[src/fcc_defs.vh]
// Register offsets, field positions, reset values and timing for loop control
`ifndef FCC_DEFS_VH
`define FCC_DEFS_VH
// ----------------------------------------------------------------------
// Register offsets
// ----------------------------------------------------------------------
`define FCC_ADDR_ENABLE 8'h74
`define FCC_ADDR_OUTDIV 8'h75
`define FCC_ADDR_FRAC 8'h76
`define FCC_ADDR_INTGAIN 8'h77
`define FCC_ADDR_REFSEL 8'h78
`define FCC_ADDR_SYSSEL 8'h80
`define FCC_ADDR_STATUS 8'h81
`define FCC_ADDR_FRCSEL 8'hF7
`define FCC_ADDR_FRCVAL 8'hF8
// ----------------------------------------------------------------------
// Field positions
// ----------------------------------------------------------------------
`define FCC_EN_LOOP 0
`define FCC_EN_OSC 1
`define FCC_EN_FRACN 2
`define FCC_OUTDIV_LSB 8
`define FCC_OUTDIV_MSB 13
`define FCC_RATE_LSB 4
`define FCC_RATE_MSB 6
`define FCC_RATIO_LSB 0
`define FCC_RATIO_MSB 2
`define FCC_INT_LSB 5
`define FCC_INT_MSB 14
`define FCC_GAIN_LSB 0
`define FCC_GAIN_MSB 3
`define FCC_PDIV_LSB 3
`define FCC_PDIV_MSB 4
`define FCC_SRC_LSB 0
`define FCC_SRC_MSB 1
`define FCC_FRC_BIT 0
`define FCC_FRCVAL_LSB 0
`define FCC_FRCVAL_MSB 5
// ----------------------------------------------------------------------
// Reset values
// ----------------------------------------------------------------------
`define FCC_RST_RATIO 3'h7
`define FCC_RST_FRAC 16'h0000
`define FCC_RST_INT 10'h177
`define FCC_RST_GAIN 4'h0
`define FCC_RST_PDIV 2'h0
`define FCC_RST_SRC 2'h0
`define FCC_RST_OUTDIV 6'h00
`define FCC_RST_RATE 3'h0
`define FCC_RST_FRCVAL 6'h19
// ----------------------------------------------------------------------
// Source codes and timing
// ----------------------------------------------------------------------
`define FCC_SRC_MCLK 2'h0
`define FCC_SRC_BCLK 2'h1
`define FCC_SRC_FCLK 2'h2
`define FCC_OUTDIV_MIN 6'h03
`define FCC_LOCK_TOL 8'h02
`define FCC_LOCK_GOOD 4'h8
`endif

[src/fcc_top.v]
// Frequency-locked loop control: registers, reference path, digital loop
`timescale 1ns/1ns
`include "fcc_defs.vh"

// Operation
// - Ratio codes 0-3 divide by 1,2,4,8; top bit set gives 16; reset 111.
// - Sixteen-bit fractional multiplier, MSB weight one half, resets zero.
// - Ten-bit integer multiplier in bits 14:5, LSB weight one, reset 177h.
// - Four-bit gain scales loop error by 2^code up to 32768; reset times one.
// - Two-bit pre-divider in bits 4:3 divides reference by 1,2,4,8.
// - Source 00 master clock, 01 bit clock, 10 frame clock, 11 reserved.
// - Loop keeps running stably after its reference stops.
// - Forced select clear gives normal control; set drives oscillator.
// - Six-bit forced value accepts all codes; resets to 011001.
// - Internal lock indication drives the interrupt logic.
// - Lock indication available for a general purpose pin.
// - Loop clock available on a pin regardless of system clock choice.
// - Output divider divides by code for 3-62, all ones gives 64.
module fcc_top #(
	parameter CNT_W = 24
) (
	input wire i_ref_clk,
	input wire i_nrst,
	input wire [7:0] i_addr,
	input wire [15:0] i_wdata,
	input wire i_wr,
	input wire i_rd,
	output reg [15:0] o_rdata,
	input wire i_mclk,
	input wire i_bclk,
	input wire i_fclk,
	input wire i_vco_clk,
	output reg [5:0] o_osc_ctrl,
	output reg [11:0] o_osc_level,
	output wire o_osc_enable,
	output reg [5:0] o_out_div,
	output reg [2:0] o_ctrl_rate,
	output wire o_loop_clk,
	output reg o_system_clock_sel,
	output reg o_lock,
	output reg o_lock_irq
);

// ----------------------------------------------------------------------
// Register state
// ----------------------------------------------------------------------
reg loop_enable;
reg oscillator_enable;
reg fractional_mode_enable;
reg [5:0] output_divider;
reg [2:0] control_block_rate;
reg [2:0] reference_ratio;
reg [15:0] fractional_multiplier;
reg [9:0] integer_multiplier;
reg [3:0] loop_gain;
reg [1:0] reference_predivider;
reg [1:0] reference_source;
reg forced_control_select;
reg [5:0] forced_oscillator_value;
reg system_clock_source_select;

// Register writes
always @(posedge i_ref_clk or negedge i_nrst) begin
	if (!i_nrst) begin
		loop_enable <= 1'b0;
		oscillator_enable <= 1'b0;
		fractional_mode_enable <= 1'b0;
		output_divider <= `FCC_RST_OUTDIV;
		control_block_rate <= `FCC_RST_RATE;
		reference_ratio <= `FCC_RST_RATIO;
		fractional_multiplier <= `FCC_RST_FRAC;
		integer_multiplier <= `FCC_RST_INT;
		loop_gain <= `FCC_RST_GAIN;
		reference_predivider <= `FCC_RST_PDIV;
		reference_source <= `FCC_RST_SRC;
		forced_control_select <= 1'b0;
		forced_oscillator_value <= `FCC_RST_FRCVAL;
		system_clock_source_select <= 1'b0;
	end else if (i_wr) begin
		case (i_addr)
		`FCC_ADDR_ENABLE: begin
			loop_enable <= i_wdata[`FCC_EN_LOOP];
			oscillator_enable <= i_wdata[`FCC_EN_OSC];
			fractional_mode_enable <= i_wdata[`FCC_EN_FRACN];
		end
		`FCC_ADDR_OUTDIV: begin
			output_divider <= i_wdata[`FCC_OUTDIV_MSB:`FCC_OUTDIV_LSB];
			control_block_rate <= i_wdata[`FCC_RATE_MSB:`FCC_RATE_LSB];
			reference_ratio <= i_wdata[`FCC_RATIO_MSB:`FCC_RATIO_LSB];
		end
		`FCC_ADDR_FRAC: fractional_multiplier <= i_wdata;
		`FCC_ADDR_INTGAIN: begin
			integer_multiplier <= i_wdata[`FCC_INT_MSB:`FCC_INT_LSB];
			loop_gain <= i_wdata[`FCC_GAIN_MSB:`FCC_GAIN_LSB];
		end
		`FCC_ADDR_REFSEL: begin
			reference_predivider <= i_wdata[`FCC_PDIV_MSB:`FCC_PDIV_LSB];
			reference_source <= i_wdata[`FCC_SRC_MSB:`FCC_SRC_LSB];
		end
		`FCC_ADDR_SYSSEL: system_clock_source_select <= i_wdata[0];
		`FCC_ADDR_FRCSEL: forced_control_select <= i_wdata[`FCC_FRC_BIT];
		`FCC_ADDR_FRCVAL:
			forced_oscillator_value <= i_wdata[`FCC_FRCVAL_MSB:0];
		default: ;
		endcase
	end
end

// Read data, one cycle after the read strobe; unmapped reads zero
always @(posedge i_ref_clk or negedge i_nrst) begin
	if (!i_nrst) begin
		o_rdata <= 16'h0000;
	end else if (i_rd) begin
		case (i_addr)
		`FCC_ADDR_ENABLE: o_rdata <= {13'h0000, fractional_mode_enable,
			oscillator_enable, loop_enable};
		`FCC_ADDR_OUTDIV: o_rdata <= {2'h0, output_divider, 1'b0,
			control_block_rate, 1'b0, reference_ratio};
		`FCC_ADDR_FRAC: o_rdata <= fractional_multiplier;
		`FCC_ADDR_INTGAIN: o_rdata <= {1'b0, integer_multiplier, 1'b0,
			loop_gain};
		`FCC_ADDR_REFSEL: o_rdata <= {11'h000, reference_predivider, 1'b0,
			reference_source};
		`FCC_ADDR_SYSSEL: o_rdata <= {15'h0000, system_clock_source_select};
		`FCC_ADDR_STATUS: o_rdata <= {15'h0000, o_lock};
		`FCC_ADDR_FRCSEL: o_rdata <= {15'h0000, forced_control_select};
		`FCC_ADDR_FRCVAL: o_rdata <= {10'h000, forced_oscillator_value};
		default: o_rdata <= 16'h0000;
		endcase
	end else begin
		o_rdata <= 16'h0000;
	end
end

// ----------------------------------------------------------------------
// Reference path: source select, pre-divide, ratio divide
// ----------------------------------------------------------------------
reg [2:0] ref_sync;
reg [3:0] pdiv_cnt;
reg [3:0] ratio_cnt;
reg ref_tick;
wire ref_raw;
wire ref_edge;
wire [3:0] pdiv_max;
wire [3:0] ratio_max;

// Code 11 is reserved and yields no reference at all
assign ref_raw = (reference_source == `FCC_SRC_MCLK) ? i_mclk :
	(reference_source == `FCC_SRC_BCLK) ? i_bclk :
	(reference_source == `FCC_SRC_FCLK) ? i_fclk : 1'b0;
assign ref_edge = ref_sync[1] & ~ref_sync[2];
assign pdiv_max = (4'h1 << reference_predivider) - 4'h1;
assign ratio_max = reference_ratio[2] ? 4'hF :
	((4'h1 << reference_ratio[1:0]) - 4'h1);

// Synchronise and divide the reference into a tick per divided period
always @(posedge i_ref_clk or negedge i_nrst) begin
	if (!i_nrst) begin
		ref_sync <= 3'h0;
		pdiv_cnt <= 4'h0;
		ratio_cnt <= 4'h0;
		ref_tick <= 1'b0;
	end else begin
		ref_sync <= {ref_sync[1:0], ref_raw};
		ref_tick <= 1'b0;
		if (ref_edge) begin
			if (pdiv_cnt >= pdiv_max) begin
				pdiv_cnt <= 4'h0;
				if (ratio_cnt >= ratio_max) begin
					ratio_cnt <= 4'h0;
					ref_tick <= 1'b1;
				end else begin
					ratio_cnt <= ratio_cnt + 4'h1;
				end
			end else begin
				pdiv_cnt <= pdiv_cnt + 4'h1;
			end
		end
	end
end

// ----------------------------------------------------------------------
// Frequency detector: count oscillator edges per reference period
// ----------------------------------------------------------------------
reg [2:0] vco_sync;
reg [CNT_W-1:0] vco_cnt;
reg [CNT_W-1:0] meas;
reg meas_vld;
wire vco_edge;
wire [2:0] ratio_log;
wire [CNT_W+15:0] target;

assign vco_edge = vco_sync[1] & ~vco_sync[2];
assign ratio_log = reference_ratio[2] ? 3'h4 :
	{1'b0, reference_ratio[1:0]};
// A tick spans ratio pre-divided reference periods, so the count is N.K times ratio
// squared; kept with sixteen fraction bits
assign target = {{(CNT_W-10){1'b0}}, integer_multiplier,
	fractional_mode_enable ? fractional_multiplier : 16'h0000}
	<< {ratio_log, 1'b0};

always @(posedge i_ref_clk or negedge i_nrst) begin
	if (!i_nrst) begin
		vco_sync <= 3'h0;
		vco_cnt <= {CNT_W{1'b0}};
		meas <= {CNT_W{1'b0}};
		meas_vld <= 1'b0;
	end else begin
		vco_sync <= {vco_sync[1:0], i_vco_clk};
		meas_vld <= ref_tick;
		if (ref_tick) begin
			meas <= vco_cnt;
			vco_cnt <= {CNT_W{1'b0}};
		end else if (vco_edge) begin
			vco_cnt <= vco_cnt + {{(CNT_W-1){1'b0}}, 1'b1};
		end
	end
end

// ----------------------------------------------------------------------
// Loop filter: integrate gain-scaled error into oscillator level
// ----------------------------------------------------------------------
reg [3:0] good_cnt;
reg [3:0] miss_cnt;
wire signed [CNT_W+16:0] err;
wire signed [CNT_W+16:0] step;
wire [CNT_W+15:0] meas_q;
wire loop_run;
wire near;

assign meas_q = {meas, 16'h0000};
assign err = $signed({1'b0, target}) - $signed({1'b0, meas_q});
assign step = (err >>> 16) <<< loop_gain;
assign loop_run = loop_enable & oscillator_enable;
assign near = ((err >>> 16) < $signed({{(CNT_W+9){1'b0}}, `FCC_LOCK_TOL}))
	&& ((err >>> 16) > -$signed({{(CNT_W+9){1'b0}}, `FCC_LOCK_TOL}));

always @(posedge i_ref_clk or negedge i_nrst) begin
	if (!i_nrst) begin
		o_osc_level <= 12'h800;
		good_cnt <= 4'h0;
		miss_cnt <= 4'h0;
		o_lock <= 1'b0;
	end else if (!loop_run || forced_control_select) begin
		good_cnt <= 4'h0;
		miss_cnt <= 4'h0;
		o_lock <= 1'b0;
	end else if (meas_vld) begin
		miss_cnt <= 4'h0;
		// Saturating integrator of the scaled error
		if (step > $signed({29'h0, 12'hFFF} - {29'h0, o_osc_level}))
			o_osc_level <= 12'hFFF;
		else if (step < -$signed({29'h0, o_osc_level}))
			o_osc_level <= 12'h000;
		else
			o_osc_level <= o_osc_level + step[11:0];
		if (near && good_cnt != `FCC_LOCK_GOOD)
			good_cnt <= good_cnt + 4'h1;
		else if (!near)
			good_cnt <= 4'h0;
		o_lock <= near && good_cnt == `FCC_LOCK_GOOD;
	end
	// With no reference ticks the level simply holds: stable output
end

// ----------------------------------------------------------------------
// Oscillator drive and clock outputs
// ----------------------------------------------------------------------
reg lock_q;

// Forced value takes over the oscillator control word when selected
always @(posedge i_ref_clk or negedge i_nrst) begin
	if (!i_nrst) begin
		o_osc_ctrl <= `FCC_RST_FRCVAL;
		o_out_div <= 6'h00;
		o_ctrl_rate <= `FCC_RST_RATE;
		o_system_clock_sel <= 1'b0;
		lock_q <= 1'b0;
		o_lock_irq <= 1'b0;
	end else begin
		o_osc_ctrl <= forced_control_select ? forced_oscillator_value :
			o_osc_level[11:6];
		// Divide ratio equals code for 3..62, all ones gives 64; 0..2 reserved
		o_out_div <= (output_divider < `FCC_OUTDIV_MIN) ?
			`FCC_OUTDIV_MIN : output_divider;
		o_ctrl_rate <= control_block_rate;
		o_system_clock_sel <= system_clock_source_select;
		lock_q <= o_lock;
		o_lock_irq <= o_lock & ~lock_q;
	end
end

assign o_osc_enable = oscillator_enable;
// Loop clock reaches the pin mux whatever the system clock choice
assign o_loop_clk = i_vco_clk & loop_enable;

endmodule

[config.mk]
export PLATFORM = sky130hd
export DESIGN_NAME = fcc_top
export DESIGN_NICKNAME = d
export VERILOG_FILES = /design/src/fcc_top.v
export VERILOG_INCLUDE_DIRS = /design/src
export SDC_FILE = /design/constraint.sdc
export NUM_CORES = 1
export LEC_CHECK = 0
export BUFFER_PORTS_ARGS = -buffer_cell sky130_fd_sc_hd__buf_2
export CAP_MARGIN = 25
export CORE_MARGIN = 3
export CORE_UTILIZATION = 40
export DETAILED_ROUTE_END_ITERATION = 10
export PLACE_DENSITY = 0.55
export SLEW_MARGIN = 20
export SYNTH_ARGS = -nofsm -noshare
export SYNTH_HDL_FRONTEND = slang
export SYNTH_SLANG_ARGS = --single-unit
[constraint.sdc]
create_clock -name i_ref_clk -period 12.6 [get_ports i_ref_clk]
set_input_delay 1.89 -clock i_ref_clk [delete_from_list [all_inputs] [get_ports i_ref_clk]]
set_output_delay 1.89 -clock i_ref_clk [all_outputs]
set_load 0.02 [all_outputs]
==> results of run 1 <==
layout make-up:
type	count	area [sq um]
clock buffer	18	429
clock inverter	14	175
fill	3222	18100
inverter	64	240
multi-input combinational	1230	8700
sequential	172	4330
tap	442	553
timing repair buffer	90	484
through the flow:
stage               setup WS [ps]  std cells  power [mW]  hold slack [ps]  instance area, sq um
finish                       4950       2030        2.49              354                 14900
global route                 4360       2030        2.67              368                 14900
CTS                          4700       2030        2.49              356                 14900
detailed placement           4710       1998        1.92              336                 14300
global placement             4840       1998        1.91              332                 14300
floorplan                    6310       1554        1.61              331                 13600
worst paths after layout:
path / endpoint / slack [ps] / depth (start not counted)
min reg2reg: vco_sync[1] / 350 / 0
max: o_osc_level[9] / 4950 / 26
max in group asynchronous: o_osc_level[1] / 9260 / 3
max reg2reg: o_osc_level[9] / 4950 / 26
min in group asynchronous: o_osc_level[0] / 1390 / 1
min: vco_sync[1] / 350 / 0
cells in the final DEF (no fill, tap or decap), types with 12 or more instances in the layout:
cell type	count
nand2_1	155
nor4_1	15
nor2_1	136
xor2_1	29
o21ai_0	98
o21ai_1	12
and3_1	16
dfstp_2	17
mux2i_1	36
nand3_1	44
nand4_1	22
nor3b_1	12
or3_1	19
nor2b_1	22
mux2_2	86
o21a_1	15
a21o_1	26
xnor2_1	24
nor3_1	35
a21oi_1	75
inv_1	60
a22oi_1	13
dfrtp_1	154
mux4_2	14
clkbuf_16	17
buf_2	78
ha_1	90
nand2b_1	12
cell usage after synthesis (13+ instances only):
library cell	count	area (sq um)
nand2_1	155	582
nor2_1	136	510
mux2_2	86	968
or3_1	19	119
xnor2_1	24	210
nor2b_1	23	144
ha_1	90	1130
inv_1	60	225
o21a_1	15	113
xor2_1	29	254
mux2i_1	36	360
dfrtp_1	155	3880
nor3_1	35	175
nor4_1	15	93.8
clkbuf_1	67	251
a21oi_1	75	375
a22oi_1	13	97.6
mux4_2	14	315
o21ai_0	98	490
nand3_1	44	220
a21o_1	26	195
dfstp_2	17	447
nand4_1	22	138
and3_1	16	100
layer usage:
layer / share of wire, % / vias up / wire [microns] / global-route usage [%]
li1: - / 5723 / - / -
met1: 48 / 5713 / 18500 / 30.4
met2: 46 / 276 / 17900 / 34.4
met3: 3.8 / 49 / 1460 / 2.94
met4: 1.6 / 2 / 602 / 5.45
met5: 0.021 / - / 8 / 0
worst reg2reg max path, cell delays in order (launching register included):
cell and delay, ps:
dfstp_2 730, nor2b_2 640, nor2b_1 100, a31oi_1 210, o22ai_1 110, a21oi_1 190
ha_1 190, inv_1 60, fa_1 440, a211oi_2 240, o211ai_1 260, a221oi_1 790
mux2i_1 230, mux4_2 580, o22ai_1 230, ha_1 300, a21o_1 190, a21o_1 170
a21oi_1 170, nor2_1 60, o21ai_0 200, a21boi_0 120, o221ai_1 190, nand3_1 100
a21o_1 400, or4_1 610, o211ai_2 80
registers in the layout (all words and copies together) (netlist names), 3 cells and up:
signal,count
meas,24
vco_cnt,24
fractional_multiplier,16
o_rdata,16
o_osc_level,12
integer_multiplier,10
forced_oscillator_value,6
o_osc_ctrl,6
o_out_div,6
output_divider,6
good_cnt,4
loop_gain,4
pdiv_cnt,4
ratio_cnt,4
control_block_rate,3
o_ctrl_rate,3
ref_sync,3
reference_ratio,3
vco_sync,3
logic make-up after synthesis:
family | Yosys count | share of synthesized area, %
other | 1 | 0.0276
adders and majority gates | 92 | 8.57
and+or+nand+nor | 559 | 20.6
buffers and inverters | 152 | 4.47
DFF | 172 | 31.8
muxes | 136 | 12.1
AOI/OAI and AO/OA | 384 | 19.0
xor gates and xnor gates | 53 | 3.41
power by group:
group	leakage, nW	internal (mW)	switching, mW
Combinational	4.02	0.534	0.777
Clock	0.292	0.286	0.269
Sequential	2.21	0.587	0.0343
==> results.yml, run 1 <==
clock_network:
  ctsHoldBuffers: 0
  cts_htree_levels: 4
  clock_latency_ps: 450
  cts_num_sinks: 172
  clk_pin_slew_ps: 70
  cts_resized: 0
  clockBufferDepth: 2
  root_buffer: "clkbuf_16"
  cts_inserted_buffers: 17
  cts_tree: "yes"
  post_cts_buffers: 0
route:
  drt-pass1-iter-count: 7
  post_drt_via_cell_ratio: 5.79
  avgRoutedWirePerCell_microns: 18.9
  vias: 11763
  drc: 0
  dr.first_iter.drc_count: 881
  finalWirelength_microns: 38400
  antenna_left: 0
sta:
  finalSetupViolations: 0
  hold_viol_final: 0
  relSlewSlack_pct: 32.8
  fin_tns_setup_ps: 0
  drv_slew: 0
  tightestPinTransition_ps: 997
  rsz0062_at_grt: "no"
  finalCriticalPeriod_ps: 7650
  fin_worst_skew_ps: 12.6
  fmax_mhz: 131
  fin_crit_sh_pct: 60.7
grt:
  antenna_found_initial: 1
  grt-ovfl-total: 0
  grt_pass1_vias: 11318
  grt_max_degree: 73
  track_usage_pct: 21.4
  grt_first_pass_wirelength_microns: 62500
synth:
  synth-main-ff-cell: "dfrtp_1"
  yosysSeqAreaShare_pct: 31.8
  yosys.cell_types.count: 96
  avgSynthCellArea_sq_um: 8.78
  ys_ff_latch: 172
  synth_area_sq_um: 13600
  synth_warnings: 0
  postSynthCellCount: 1549
  synth_edf_count: 0
  ys_async_sr_fraction_pct: 100
cells_and_area:
  num_antenna_cells: 0
  layout-drive-gt1-share_pct: 17.6
  nets: 1699
  syn_to_final_growth_pct: 9.64
  final_util_pct: 45.1
floorplan:
  initial_core_util_pct: 41.2
  rows: 66
  dieArea_sq_um: 36300
  dieWidth_microns: 190
  coreArea_sq_um: 33000
  die_h_microns: 190
  top_level_ports: 80
critical_path:
  crit_family: "compound AO/OA/AOI/OAI gates"
  cp.required_ps: 12960
  r2r_start: "reference_ratio[0]"
  cp-start-kind: "register"
  worstPathMaxFanout: 21
  cpMostUsedCell: "a21o_1"
  worstSetupPathType: "register to register"
  slowest_delay_ps: 790
  worstSetupEndpointType: "register"
  crit_buf_inv: 1
  arrival_ps: 8010
  critical_path.slowest_cell: "a221oi_1"
  critPathLaunch: "reference_ratio[0]"
placed_design:
  dp_hpwl_microns: 28800
  numPortBuffers: 79
  gp_congestion: 0.895
power:
  p_per_area_nw_per_um2: 167
  leakage_nw: 6.52
  ir_drop_v: 0.000144
min_path:
  holdCritStartpoint: "vco_sync[0]"
  hp-class: "register to register"
outcome:
  status: "finished clean"
flow_run:
  drv_cap: 0
(Power assumes the default switching activity.)
==> run 2: changes to the inputs <==
- ABC_AREA: not set -> 1
- clock period: 12.6 -> 8 ns (I/O delays scaled with it)
==> run 2 against run 1 <==
Non-clock buffer count shrank 4. Combinational power rose by 18%. Cell count up 20%. Worst hold slack improved by 1.2 ps. Area after synthesis fell by 3.7%. Critical path type unchanged. Critical endpoint is now o_osc_level[10].
==> results.yml, run 2 <==
outcome:
  status: "finished clean"
route:
  finalWirelength_microns: 37200
  route.met2.wl_microns: 16900
  dr.first_iter.drc_count: 959
  post_drt_via_cell_ratio: 5.12
  drt-pass1-iter-count: 6
  drc: 0
  wl_met3_microns: 1580
  highest_layer: "met4"
  avgRoutedWirePerCell_microns: 15.3
  vias: 12470
  met1Wirelength_microns: 18300
  antenna_left: 0
synth:
  synth_top_family_by_area: "simple AND/OR/NAND/NOR gates"
  synth_top_cell_by_area: "dfrtp_1"
  synth_area_sq_um: 13100
  synth_simple_gate_area_share_pct: 31.7
  synth.top_cell.area_share_pct: 29.6
  synthXorXnorAreaFrac_pct: 2.07
  avgSynthCellArea_sq_um: 6.77
  postSynthCellCount: 1935
  synth_fa_ha_area_share_pct: 8.90
  ys_ff_latch: 172
  yosys.cell_types.count: 60
  yosysSeqAreaShare_pct: 33.0
  synth-main-ff-cell: "dfrtp_1"
  synth-compound-area-share_pct: 13.8
  synthMuxAreaShare_pct: 0.239
  synth_area_leaders: "dfrtp_1, nand2_1, ha_1"
  synth_edf_count: 0
  synth.most_common_cell: "nand2_1"
  synthTopCellsByCount: "nand2_1, inv_1, nand3_1"
  ys_async_sr_fraction_pct: 100
  synth_warnings: 0
power:
  swShare_pct: 41.9
  clkPwrFrac_pct: 26.6
  p_per_area_nw_per_um2: 236
  intPower_mw: 1.99
  ir_drop_v: 0.000150
  pwr-share-seq_pct: 28.3
  power_frac_comb_pct: 45.1
  switchingPower_mw: 1.43
  leakage_nw: 7.47
critical_path:
  cpMostUsedCell: "nand2_1"
  crit_family: "simple AND/OR/NAND/NOR gates"
  cp-start-kind: "register"
  worstRegToRegCells: 35
  crit_buf_inv: 4
  arrival_ps: 6950
  worstSetupPathType: "register to register"
  slowest_delay_ps: 690
  critical_path.slowest_cell: "nor2_1"
  cp.required_ps: 8310
  worstSetupEndpointType: "register"
  cp.depth: 35
  worstPathMaxFanout: 18
min_path:
  hold_depth: 0
  hp-class: "register to register"
cells_and_area:
  nets: 2110
  regArea_sq_um: 4330
  top_regs: "meas: 24 flops, vco_cnt: 24 flops"
  layout_commonest_cell: "nand2_1"
  layout-drive-gt1-share_pct: 9.30
  multi_input_area_sq_um: 7440
  num_antenna_cells: 0
  n_fill_cell: 3398
  layout_common_cells: "nand2_1, inv_1, nand3_1, dfrtp_1, o21ai_0"
  syn_to_final_growth_pct: 10.6
sta:
  fin_worst_skew_ps: 12.9
  tightestPinTransition_ps: 930
  fin_tns_setup_ps: 0
  rsz0062_at_grt: "no"
  fmax_mhz: 151
  relSlewSlack_pct: 38.0
  finalSetupViolations: 0
  finalCriticalPeriod_ps: 6640
  fin_crit_sh_pct: 83.0
  hold_ws_ps: 355
  drv_slew: 0
  hold_viol_final: 0
floorplan:
  dieWidth_microns: 187
  die_h_microns: 187
  initial_core_util_pct: 41.1
  coreArea_sq_um: 31900
  top_level_ports: 80
  dieArea_sq_um: 35000
  rows: 65
clock_network:
  ctsHoldBuffers: 0
  cts_resized: 0
  clk_pin_slew_ps: 70
  clock_latency_ps: 440
  cts_htree_levels: 4
  cts_inserted_buffers: 17
  root_buffer: "clkbuf_16"
  cts_num_sinks: 172
  clockBufferDepth: 2
  cts_tree: "yes"
  post_cts_buffers: 0
grt:
  grt_max_degree: 101
  grt_first_pass_wirelength_microns: 62100
  track_usage_pct: 21.6
  antenna_found_initial: 0
  grt-ovfl-total: 0
  grt_pass1_vias: 12075
placed_design:
  gp_congestion: 0.872
  dp_hpwl_microns: 29000
  numPortBuffers: 79
flow_run:
  drv_cap: 0
-- run 2: changes by cell type in the layout (fill, tap and decap cells not counted), moves of 13 or more --
cell	change
or3_1	-18
a21oi_1	-13
o21ai_0	+55
mux2_2	-85
a21o_1	-22
nand2_1	+410
xnor2_1	-18
nor2b_1	-22
mux2i_1	-34
and3_1	-16
nand3_1	+141
inv_1	+223
mux4_2	-14
-- run 2: cells by family after synthesis --
family,after synthesis
mux,3
compound gates,307
buf+inv,350
flops,172
simple gates,979
fa+ha+maj,92
other cells,1
xor+xnor,31
-- run 2: path summary, 6_finish.rpt --
path	startpoint	to	slack (ps)
min in group asynchronous	i_nrst	vco_sync[0]	840
max reg2reg	reference_ratio[0]	o_osc_level[10]	1360
min	ref_sync[0]	ref_sync[1]	360
min reg2reg	ref_sync[0]	ref_sync[1]	360
max in group asynchronous	i_nrst	o_osc_ctrl[2]	5630
max	reference_ratio[0]	o_osc_level[10]	1360
-- run 2: routing by layer --
metal,track usage [%],vias up
met5,0,-
met4,3.95,0
met3,3.35,23
met2,34.7,287
met1,31.0,5788
li1,-,6372
-- run 2: power groups by stage --
stage	clock network (mW)	registers [mW]	logic (mW)
5_1_grt	0.970	0.978	1.78
4_1_cts	0.930	0.970	1.54
6_report	0.909	0.969	1.54
3_5_place_dp	0	0.986	1.53
2_1_floorplan	0	0.982	1.17
3_3_place_gp	0	0.986	1.53
-- run 2: per-stage QoR --
step	instances	power, mW	cell area, sq um	worst slack (ps)	util [%]
3_3_place_gp	2402	2.51	13900	1580	43.5
6_report	2434	3.42	14500	1360	45.5
2_1_floorplan	1940	2.15	13100	2760	-
3_5_place_dp	2402	2.52	13900	1410	43.5
5_1_grt	2434	3.73	14500	560	45.5
4_1_cts	2434	3.44	14500	1390	45.5
-- run 2: final cells by class --
type                    instances  share of cell area, %
repair buffers                 86                   3.13
well taps                     435                   3.76
multi-input cells            1418                   51.4
flip-flops and latches        172                   29.8
clock inverters                14                   1.41
inverters                     291                   7.54
clock buffers                  18                   2.96
==> run 3: changes to the inputs <==
- PLACE_DENSITY: 0.55 -> 0.57
- clock period: 8 -> 5.8 ns (I/O delays scaled with it)
==> run 3 against run 2 <==
Design area is 1.4% higher. Critical path depth is 1 lower. Utilization is 0.63 points higher. Sequential share of layout area is 0.41 points lower. First-iteration DRC count is 8.4% lower. Register-to-register slack worse by 970 ps. Combinational power is 44% higher. Count of clock-buffer cells in the layout is 2 higher. Cell count is 0.58% higher. Clock skew is 1.6 ps higher. Critical endpoint is now o_osc_level[8]. Largest cell class unchanged.
==> results.yml, run 3 (synthesis results as in run 2) <==
outcome:
  status: "finished clean"
critical_path:
  worstSetupEndpointType: "register"
  slowest_delay_ps: 560
  cp.depth: 34
  worstPathMaxFanout: 13
  critical_path.slowest_cell: "dfstp_2"
  cp-start-kind: "register"
  crit_family: "simple AND/OR/NAND/NOR gates"
  r2r-end: "o_osc_level[8]"
  r2r_start: "reference_ratio[0]"
  crit_buf_inv: 7
  worstRegToRegCells: 34
  cpMostUsedCell: "nand2_1"
  r2r_slack_ps: 390
  cp.required_ps: 6140
  worstSetupPathType: "register to register"
  arrival_ps: 5750
cells_and_area:
  design_area_sq_um: 14700
  top_regs: "meas: 24 flops, vco_cnt: 24 flops"
  num_antenna_cells: 0
  n_fill_cell: 3398
  syn_to_final_growth_pct: 12.2
  nets: 2124
  layout_common_cells: "nand2_1, inv_1, nand3_1, dfrtp_1, o21ai_0"
  final_util_pct: 46.1
  layout_commonest_cell: "nand2_1"
  multi_input_area_sq_um: 7540
  stdcell_count: 2448
  layout-drive-gt1-share_pct: 10.7
  regArea_sq_um: 4330
route:
  avgRoutedWirePerCell_microns: 15.1
  drc: 0
  drt-pass1-iter-count: 6
  finalWirelength_microns: 36900
  post_drt_via_cell_ratio: 5.11
  antenna_left: 0
  dr.first_iter.drc_count: 878
  vias: 12514
sta:
  hold_ws_ps: 363
  finalSetupViolations: 0
  fin_tns_setup_ps: 0
  layout_setup_ws_ps: 390
  hold_viol_final: 0
  tightestPinTransition_ps: 972
  finalCriticalPeriod_ps: 5410
  fin_worst_skew_ps: 14.4
  fmax_mhz: 185
  fin_crit_sh_pct: 93.3
  drv_slew: 0
  relSlewSlack_pct: 35.0
power:
  clkPwrFrac_pct: 25.2
  pwr-share-seq_pct: 28.3
  total_power_mw: 4.73
  ir_drop_v: 0.000219
  p_per_area_nw_per_um2: 322
  leakage_nw: 7.55
  intPower_mw: 2.73
  swShare_pct: 42.2
  power_frac_comb_pct: 46.6
  switchingPower_mw: 2.00
floorplan:
  top_level_ports: 80
  initial_core_util_pct: 41.1
  die_h_microns: 187
  coreArea_sq_um: 31900
  dieWidth_microns: 187
  rows: 65
  dieArea_sq_um: 35000
clock_network:
  clk_pin_slew_ps: 70
  cts_num_sinks: 172
  cts_htree_levels: 4
  cts_tree: "yes"
  cts_inserted_buffers: 17
  root_buffer: "clkbuf_16"
  ctsHoldBuffers: 0
  clockBufferDepth: 2
  clock_latency_ps: 440
grt:
  track_usage_pct: 21.2
  grt-ovfl-total: 0
  grt_first_pass_wirelength_microns: 61400
  antenna_found_initial: 0
  grt_pass1_vias: 12042
  grt_max_degree: 85
flow_run:
  drv_cap: 0
placed_design:
  dp_hpwl_microns: 28800
  placed_area_sq_um: 13900
  numPortBuffers: 79
  post-place-ws_ps: 40.9
  dp.cells: 2411
  gp_congestion: 0.916
min_path:
  holdCritStartpoint: "ref_sync[0]"
  hold_depth: 0
  min_to: "ref_sync[1]"
  hp-class: "register to register"
==> run 3: timing repair <==
item	4_1_cts	5_1_grt
resized for setup	0	23
endpoints found under the setup margin	0	12
setup buffers	0	5
==> run 3: power groups by stage <==
stage / sequential (mW) / clock [mW] / combinational [mW]
global placement: 1.36 / 0 / 2.11
finish: 1.34 / 1.19 / 2.21
global route: 1.35 / 1.27 / 2.53
CTS: 1.34 / 1.22 / 2.14
floorplan: 1.35 / 0 / 1.62
detailed placement: 1.36 / 0 / 2.13
==> run 3: final cells by class <==
class	count	area share [%]
clock buffer	20	3.11
clock inverter	12	1.00
inverter	291	7.43
multi-input combinational	1418	51.3
sequential	172	29.4
tap	435	3.70
timing repair buffer	100	4.00
==> run 3: worst reg2reg max path, delay by kind of cell (launching register included) <==
family / cells / cell delay (ps)
AO/OA/AOI/OAI: 9 / 1560
adder cells (fa/ha/maj): 2 / 600
buffers and inverters: 7 / 720
flip-flops: 1 / 560
AND/OR/NAND/NOR: 16 / 1840
==> run 3: how the worst max path moves through the flow <==
stage,from,end,slack [ps]
after CTS,reference_ratio[0],o_osc_level[0],10
after global routing,reference_ratio[0],o_osc_level[8],-30
final,reference_ratio[0],o_osc_level[8],390
after floorplan,reference_ratio[2],o_osc_level[10],560
after detailed placement,reference_ratio[0],o_osc_level[0],40
after global placement,reference_ratio[0],o_osc_level[6],220
==> run 3: per-layer routing <==
layer / wire, microns / track usage [%]
met5: 0 / 0
met4: 355 / 4.77
met3: 1490 / 2.64
met2: 16900 / 35.3
met1: 18100 / 29.5
